`config.mk`:
```
export PLATFORM = sky130hd
export DESIGN_NAME = rcss_top
export DESIGN_NICKNAME = d
export VERILOG_FILES = /design/src/hw/rcss_pkg.sv /design/src/hw/rcss_top.sv
export SDC_FILE = /design/constraint.sdc
export NUM_CORES = 1
export LEC_CHECK = 0
export ABC_CLOCK_PERIOD_IN_PS = 4000
export BUFFER_PORTS_ARGS = -buffer_cell sky130_fd_sc_hd__buf_2
export CAP_MARGIN = 10
export CELL_PAD_IN_SITES_DETAIL_PLACEMENT = 1
export CELL_PAD_IN_SITES_GLOBAL_PLACEMENT = 2
export CORE_MARGIN = 10
export CORE_UTILIZATION = 26
export CTS_BUF_LIST = sky130_fd_sc_hd__clkbuf_4
export DETAILED_ROUTE_END_ITERATION = 6
export GPL_ROUTABILITY_DRIVEN = 0
export GPL_TIMING_DRIVEN = 0
export PLACE_DENSITY_LB_ADDON = 0.3
export SETUP_SLACK_MARGIN = 0.02
export SYNTH_ARGS = -nofsm -noshare
export SYNTH_HDL_FRONTEND = slang
export SYNTH_SLANG_ARGS = --single-unit
export TNS_END_PERCENT = 5
```
`constraint.sdc`:
```
create_clock -name i_clk_sys -period 4 [get_ports i_clk_sys]
set_clock_uncertainty 0.15 [all_clocks]
set_input_delay 0.2 -clock i_clk_sys [delete_from_list [all_inputs] [get_ports i_clk_sys]]
set_output_delay 0.2 -clock i_clk_sys [all_outputs]
set_load 0.03 [all_outputs]
```
`src/hw/rcss_pkg.sv`:
```
// How it works
// - straps 00/01/10 give core ratio 8:1/32:1/16:1 and 11 is reserved.
// - once running, software may rewrite the pll multiplier and divider.
// - after hardware reset release the pll lock wait lasts 4096 ref cycles.
// - when the lock wait ends the core fetches from the fixed reset vector.
// - after reset the dual-purpose reset pin is driven as a reset output.
// - the pin is a running-reset input only while control bit 0 is set.
package rcss_pkg;
   // ---------------------------------------------------------------
   // register map, one aligned word each
   // ---------------------------------------------------------------
   localparam logic [3:0]  ADDR_PWRCTL_OFS = 4'h0;
   localparam logic [3:0]  ADDR_RUNRST_OFS = 4'h4;
   localparam logic [3:0]  ADDR_STATUS_OFS = 4'h8;
   localparam int          ADDR_W          = 4;

   // power management control fields
   localparam int          PM_MUL_LSB      = 0;
   localparam int          PM_MUL_W        = 6;
   localparam int          PM_DIV_LSB      = 8;
   localparam int          PM_DIV_W        = 2;
   localparam logic [1:0]  PM_DIV_RST      = 2'h0;

   // running reset control
   localparam int          RUNRST_EN_BIT   = 0;

   // status fields
   localparam int          ST_RUN_BIT      = 0;
   localparam int          ST_CLKCFG_LSB   = 4;
   localparam int          ST_BOOT_LSB     = 8;

   // ---------------------------------------------------------------
   // strap codes and ratios
   // ---------------------------------------------------------------
   localparam logic [1:0]  CLKCFG_8        = 2'h0;
   localparam logic [1:0]  CLKCFG_32       = 2'h1;
   localparam logic [1:0]  CLKCFG_16       = 2'h2;
   localparam logic [5:0]  RATIO_8         = 6'h08;
   localparam logic [5:0]  RATIO_16        = 6'h10;
   localparam logic [5:0]  RATIO_32        = 6'h20;

   // ---------------------------------------------------------------
   // timing
   // ---------------------------------------------------------------
   localparam int          LOCK_WAIT_CYC   = 4096;
   localparam logic [31:0] BUS_UNMAPPED    = 32'hdead_0bad;

   typedef enum logic [1:0] {
      RCSS_HOLD,
      RCSS_LOCK,
      RCSS_RUN
   } rcss_state_e;
endpackage

```
`src/hw/rcss_top.sv`:
```
`timescale 1ns/1ps
module rcss_top #(
   parameter int LOCK_CYC = rcss_pkg::LOCK_WAIT_CYC,
   parameter logic [31:0] RESET_VECTOR = 32'h0009_0004
) (
   input  wire logic        i_clk_sys,
   input  wire logic        i_rst,
   input  wire logic        i_hw_reset_n,
   input  wire logic [1:0]  i_clk_cfg,
   input  wire logic [2:0]  i_boot_cfg,
   input  wire logic        i_reset_pin_in,
   output logic             o_reset_pin_out,
   output logic             o_reset_pin_oe,
   output logic             o_core_rst,
   output logic             o_core_fetch,
   output logic [31:0]      o_fetch_addr,
   output logic [5:0]       o_pll_mul,
   output logic [1:0]       o_pll_div,
   output logic [2:0]       o_boot_mode,
   input  wire logic [rcss_pkg::ADDR_W-1:0] i_avs_address,
   input  wire logic        i_avs_read,
   input  wire logic        i_avs_write,
   input  wire logic [31:0] i_avs_writedata,
   input  wire logic [3:0]  i_avs_byteenable,
   output logic [31:0]      o_avs_readdata,
   output logic             o_avs_waitrequest
);
   import rcss_pkg::*;

   localparam int CW = $clog2(LOCK_CYC + 1);

   // ---------------------------------------------------------------
   // strap decode
   // ---------------------------------------------------------------
   function automatic logic [5:0] ratio_of(input logic [1:0] code);
      case (code)
         CLKCFG_8:  ratio_of = RATIO_8;
         CLKCFG_32: ratio_of = RATIO_32;
         CLKCFG_16: ratio_of = RATIO_16;
         // reserved code falls back to the slowest safe ratio
         default:   ratio_of = RATIO_8;
      endcase
   endfunction

   // ---------------------------------------------------------------
   // sequencer
   // ---------------------------------------------------------------
   rcss_state_e      state_r;
   rcss_state_e      state_nxt;
   logic [CW-1:0]    cnt_r;
   logic [CW-1:0]    cnt_nxt;
   logic [5:0]       mul_r;
   logic [1:0]       div_r;
   logic [1:0]       clkcfg_r;
   logic [2:0]       boot_r;
   logic             runrst_en_r;
   logic             rdv_r;
   logic [31:0]      rdata_r;
   logic             hw_rel;
   logic             lock_done;
   logic             run_rst;
   logic             bus_req;
   logic             wr_pm;
   logic             wr_rr;
   logic [31:0]      rd_mux;

   // a running reset from the pin only counts once the pin is an input
   assign run_rst   = runrst_en_r & ~i_reset_pin_in;
   assign hw_rel    = i_hw_reset_n & ~run_rst;
   assign lock_done = (cnt_r == CW'(LOCK_CYC - 1));

   always_comb begin
      state_nxt = state_r;
      cnt_nxt   = cnt_r;
      case (state_r)
         RCSS_HOLD: begin
            cnt_nxt = '0;
            if (hw_rel) begin
               state_nxt = RCSS_LOCK;
            end
         end
         RCSS_LOCK: begin
            cnt_nxt = cnt_r + CW'(1);
            if (!hw_rel) begin
               state_nxt = RCSS_HOLD;
            end else if (lock_done) begin
               state_nxt = RCSS_RUN;
            end
         end
         RCSS_RUN: begin
            if (!hw_rel) begin
               state_nxt = RCSS_HOLD;
            end
         end
         default: state_nxt = RCSS_HOLD;
      endcase
   end

   always_ff @(posedge i_clk_sys) begin
      if (i_rst) begin
         state_r <= RCSS_HOLD;
         cnt_r   <= '0;
      end else begin
         state_r <= state_nxt;
         cnt_r   <= cnt_nxt;
      end
   end

   // straps are caught in the cycle reset is released
   wire strap_take = (state_r == RCSS_HOLD) & hw_rel;

   always_ff @(posedge i_clk_sys) begin
      if (i_rst) begin
         clkcfg_r <= CLKCFG_8;
         boot_r   <= 3'h0;
      end else if (strap_take) begin
         clkcfg_r <= i_clk_cfg;
         boot_r   <= i_boot_cfg;
      end
   end

   // ---------------------------------------------------------------
   // avalon slave, one wait cycle per access
   // ---------------------------------------------------------------
   assign bus_req = (i_avs_read | i_avs_write) & ~rdv_r;
   assign wr_pm   = i_avs_write & rdv_r & (i_avs_address == ADDR_PWRCTL_OFS)
                    & (state_r == RCSS_RUN);
   assign wr_rr   = i_avs_write & rdv_r
                    & (i_avs_address == ADDR_RUNRST_OFS);

   always_comb begin
      rd_mux = BUS_UNMAPPED;
      case (i_avs_address)
         ADDR_PWRCTL_OFS: begin
            rd_mux = '0;
            rd_mux[PM_MUL_LSB +: PM_MUL_W] = mul_r;
            rd_mux[PM_DIV_LSB +: PM_DIV_W] = div_r;
         end
         ADDR_RUNRST_OFS: begin
            rd_mux = '0;
            rd_mux[RUNRST_EN_BIT] = runrst_en_r;
         end
         ADDR_STATUS_OFS: begin
            rd_mux = '0;
            rd_mux[ST_RUN_BIT] = (state_r == RCSS_RUN);
            rd_mux[ST_CLKCFG_LSB +: 2] = clkcfg_r;
            rd_mux[ST_BOOT_LSB +: 3] = boot_r;
         end
         default: rd_mux = BUS_UNMAPPED;
      endcase
   end

   always_ff @(posedge i_clk_sys) begin
      if (i_rst) begin
         rdv_r   <= 1'b0;
         rdata_r <= '0;
      end else begin
         rdv_r   <= bus_req;
         rdata_r <= rd_mux;
      end
   end

   always_ff @(posedge i_clk_sys) begin
      if (i_rst) begin
         mul_r       <= RATIO_8;
         div_r       <= PM_DIV_RST;
         runrst_en_r <= 1'b0;
      end else begin
         if (state_r == RCSS_HOLD) begin
            mul_r <= ratio_of(i_clk_cfg);
            div_r <= PM_DIV_RST;
         end else if (wr_pm && i_avs_byteenable[0]) begin
            mul_r <= i_avs_writedata[PM_MUL_LSB +: PM_MUL_W];
         end
         if (wr_pm && i_avs_byteenable[1]) begin
            div_r <= i_avs_writedata[PM_DIV_LSB +: PM_DIV_W];
         end
         if (!i_hw_reset_n) begin
            runrst_en_r <= 1'b0;
         end else if (wr_rr && i_avs_byteenable[0]) begin
            runrst_en_r <= i_avs_writedata[RUNRST_EN_BIT];
         end
      end
   end

   assign o_avs_waitrequest = (i_avs_read | i_avs_write) & ~rdv_r;
   assign o_avs_readdata    = rdata_r;

   // ---------------------------------------------------------------
   // outputs
   // ---------------------------------------------------------------
   logic core_rst_r;
   logic fetch_r;

   always_ff @(posedge i_clk_sys) begin
      if (i_rst) begin
         core_rst_r <= 1'b1;
         fetch_r    <= 1'b0;
      end else begin
         core_rst_r <= (state_nxt != RCSS_RUN);
         fetch_r    <= (state_r == RCSS_LOCK) & (state_nxt == RCSS_RUN);
      end
   end

   assign o_core_rst      = core_rst_r;
   assign o_core_fetch    = fetch_r;
   assign o_fetch_addr    = RESET_VECTOR;
   assign o_pll_mul       = mul_r;
   assign o_pll_div       = div_r;
   assign o_boot_mode     = boot_r;
   // pin shows the core reset (active low) unless it serves as an input
   assign o_reset_pin_out = ~core_rst_r;
   assign o_reset_pin_oe  = ~runrst_en_r;

   // cycles spent in the lock wait, counted apart from the sequencer
   // so that a slip in the sequencer count cannot hide itself
   logic [CW-1:0] chk_cnt_r;

   always_ff @(posedge i_clk_sys) begin
      if (i_rst || (state_r != RCSS_LOCK)) begin
         chk_cnt_r <= '0;
      end else begin
         chk_cnt_r <= chk_cnt_r + CW'(1);
      end
   end
endmodule

```
==> flow_summary.yaml <==
logic_synthesis:
  synth_edf_count: 0
  ys_seq_area_frac: 0.3582
  syn_inst: 276
  yosys.area_share.simple: 0.2148
  synth-adder-area-share: 0.01599
  synth_top_family_by_area: "simple AND/OR/NAND/NOR gates"
  synth_xor_area_frac: 0.007463
  yosysWarnings: 0
  synth_cell_types: 43
  synth-compound-area-share: 0.1610
  synth_async_sr_flop_share: 0
  synth.area.mux_share: 0.02985
  syn_area_mm2: 0.002347
  synthFlopType: "dfxtp_1"
  synth_seq_cells: 42
  avgSynthCellArea_um2: 8.505
detailed_routing:
  drt-initial-drc-count: 60
  vias_per_cell: 4.394
  wl_met2_mm: 3.174
  top_layer_used: "met4"
  wl_met1_mm: 3.174
  wl_met3_um: 694
  wl_per_cell_um: 14.08
  vias: 2219
  dr.pass1.iters: 4
  drt-total-wl_mm: 7.111
  drc_errors: 0
  postRouteAntennaNets: 0
floorplanning:
  dieArea_mm2: 0.01323
  die_h_um: 115.0
  rows: 34
  fp.coreArea_mm2: 0.008763
  num_io_pins: 131
  fp.dieW_um: 115.0
  initial_core_util: 0.2678
power_and_ir_drop:
  combPwrFrac: 0.242
  p_switching_mw: 0.3046
  leakagePower_nw: 1.419
  peakVddDrop_mv: 0.1142
  finalPower_mw: 0.9584
  internal_power_mw: 0.6538
  powerDensity_mw_per_mm2: 305.6
  sw_frac_of_total: 0.3178
  p_clk_frac: 0.299
  p_seq_frac: 0.460
timing:
  fmax_mhz: 550.0
  drv_slew: 0
  period_minus_slack_ns: 1.818
  worst_slew_pin_slew_ns: 0.7976
  setup_violations: 0
  hold_violations: 0
  period_share: 0.4546
  relSlewSlack: 0.4633
  rsz0062_at_grt: "false"
  tns_ns: 0
placement:
  dp_hpwl_mm: 5.779
  placement.io_buffers: 62
worst_setup_path:
  worstPathRequired_ns: 4.14
  worstPathMaxFanout: 10
  reg2reg_depth: 5
  critical_path_class: "flop to flop"
  crit_chain: "ha_1 -> nand2b_1 -> clkbuf_1 -> or4_1 -> a21oi_1"
  r2r_setup_slack_ns: 2.18
  cpPeakStageDelay_ns: 0.55
  reg2reg_from: "cnt_r[0]"
  end_kind: "flop"
  slowest_stage: "or4_1"
  r2r-end: "cnt_r[8]"
  cp-start-kind: "flop"
  arrival_ns: 1.96
clock_network:
  root_buffer: "clkbuf_4"
  clk_pin_slew_ns: 0.13
  tritoncts: "yes"
  htree_levels: 2
  clkLatencyLatePin_ns: 0.36
  cts_buffer_depth: 2
  cts_resized: 0
  cts_made_buffers: 5
  numClockSinks: 42
layout:
  fill_cells: 1086
  regArea_um2: 840.8
  antennaDiodeCount: 0
  drive_gt1_frac: 0.3426
  final_net_count: 450
  area.growth.synth_to_final_pct: 33.58
  multi_input_area_mm2: 0.001165
job:
  drv_cap: 0
grt:
  grt_max_degree: 14
  grtUsageTotal: 0.1051
  grt_pass1_vias: 2328
  grt_pass1_wl_mm: 11.63
  grt_overflow_total: 0
  antenna_found_initial: 0
min_path:
  hold_path_end: "o_boot_mode[2]"
  hold_class: "primary input to flop"
  worst_hold_startpoint: "i_hw_reset_n"
  hold_depth: 3
outcome:
  status: "finished, final reports clean"
## stage by stage
step           hold WS, ns  setup slack (ns)  instances  utilization  instance area (µm²)
2_1_floorplan       0.1999             2.385        316            -                 2497
3_3_place_gp        0.3027             2.205        486       0.3358                 2943
3_5_place_dp        0.3136             2.194        486       0.3358                 2943
4_1_cts            0.01893             2.179        505       0.3578                 3136
5_1_grt            0.02689             2.044        505       0.3578                 3136
6_report           0.02908             2.182        505       0.3578                 3136
## area by class of cell
type	count	share of cell area
inverters	7	0.008380
clock inverters	2	0.01197
multi-input cells	199	0.3715
clock buffers	6	0.01437
plain buffers	68	0.1484
well taps	108	0.04310
flip-flops and latches	42	0.2682
repair buffers	73	0.1341
## cells in the mapped netlist, types with 5 or more instances
master	instances	area [µm²]
dfxtp_1	42	840.8
clkbuf_1	10	37.54
nor2b_1	9	56.30
o311ai_1	5	43.79
nand4_1	13	81.33
buf_4	54	405.4
o21ai_0	6	30.03
nor4_1	5	31.28
a21oi_1	29	145.1
inv_1	7	26.28
o31ai_1	9	67.56
nand2_1	12	45.04
nand2b_1	8	50.05
nor2_1	11	41.29
## flip-flops by register name, summed over array words and instances (netlist names)
name            count
clkcfg_r            2
cnt_r              13
o_avs_readdata     10
o_boot_mode         3
o_core_fetch        1
o_core_rst          1
o_pll_div           2
o_pll_mul           6
rdv_r               1
runrst_en_r         1
state_r             2
## layout by cell type, fill, tap and decap left out, types with 10 or more instances in the layout
cell	synthesis	layout
buf_2	0	62
buf_4	54	54
conb_1	2	42
dfxtp_1	42	42
a21oi_1	29	29
nand4_1	13	13
nand2_1	12	12
nor2_1	11	11
dlygate4sd3_1	0	11
clkbuf_1	10	10
## kinds of logic (layout without fill, tap and decap cells)
family,after synthesis,after routing
buffers and inverters,75,156
other,2,42
AOI/OAI and AO/OA,60,60
DFF,42,42
adders and majority gates,3,3
xor gates and xnor gates,2,2
and+or+nand+nor,86,86
muxes,6,6
## worst max path at each step
| stage | start | endpoint | cells after the start |
|---|---|---|---|
| global route | cnt_r[0] | cnt_r[10] | 5 |
| detailed placement | i_avs_address[1] | o_pll_mul[4] | 5 |
| global placement | i_avs_address[1] | o_pll_mul[4] | 5 |
| floorplan | i_avs_address[1] | o_pll_mul[4] | 4 |
| CTS | cnt_r[0] | cnt_r[10] | 5 |
| finish | cnt_r[0] | cnt_r[8] | 5 |
## power groups by stage
stage                     clock network (mW)  logic, mW  registers (mW)
after floorplan                            0      0.155           0.466
after global placement                     0      0.221           0.450
after detailed placement                   0      0.222           0.450
after CTS                              0.295      0.230           0.441
after global routing                   0.310      0.253           0.443
final                                  0.286      0.232           0.440
## metal layers
layer  track usage  vias up
met3       0.04792        5
met2        0.1637       74
li1              -     1121
met5             0        -
met4       0.02475        0
met1        0.1294     1019
## worst max-delay path, delay by kind of cell, from the launching register on
| kind | cells | cell delay (ns) |
|---|---|---|
| AO/OA/AOI/OAI | 1 | 0.15 |
| adder cells (fa/ha/maj) | 1 | 0.19 |
| buffers and inverters | 1 | 0.23 |
| flip-flops | 1 | 0.42 |
| AND/OR/NAND/NOR | 2 | 0.61 |
## repair_timing
action,CTS,global route
buffers inserted,0,0
hold endpoints to repair,12,0
hold buffers,11,0
Power figures use the tool's default switching activity.
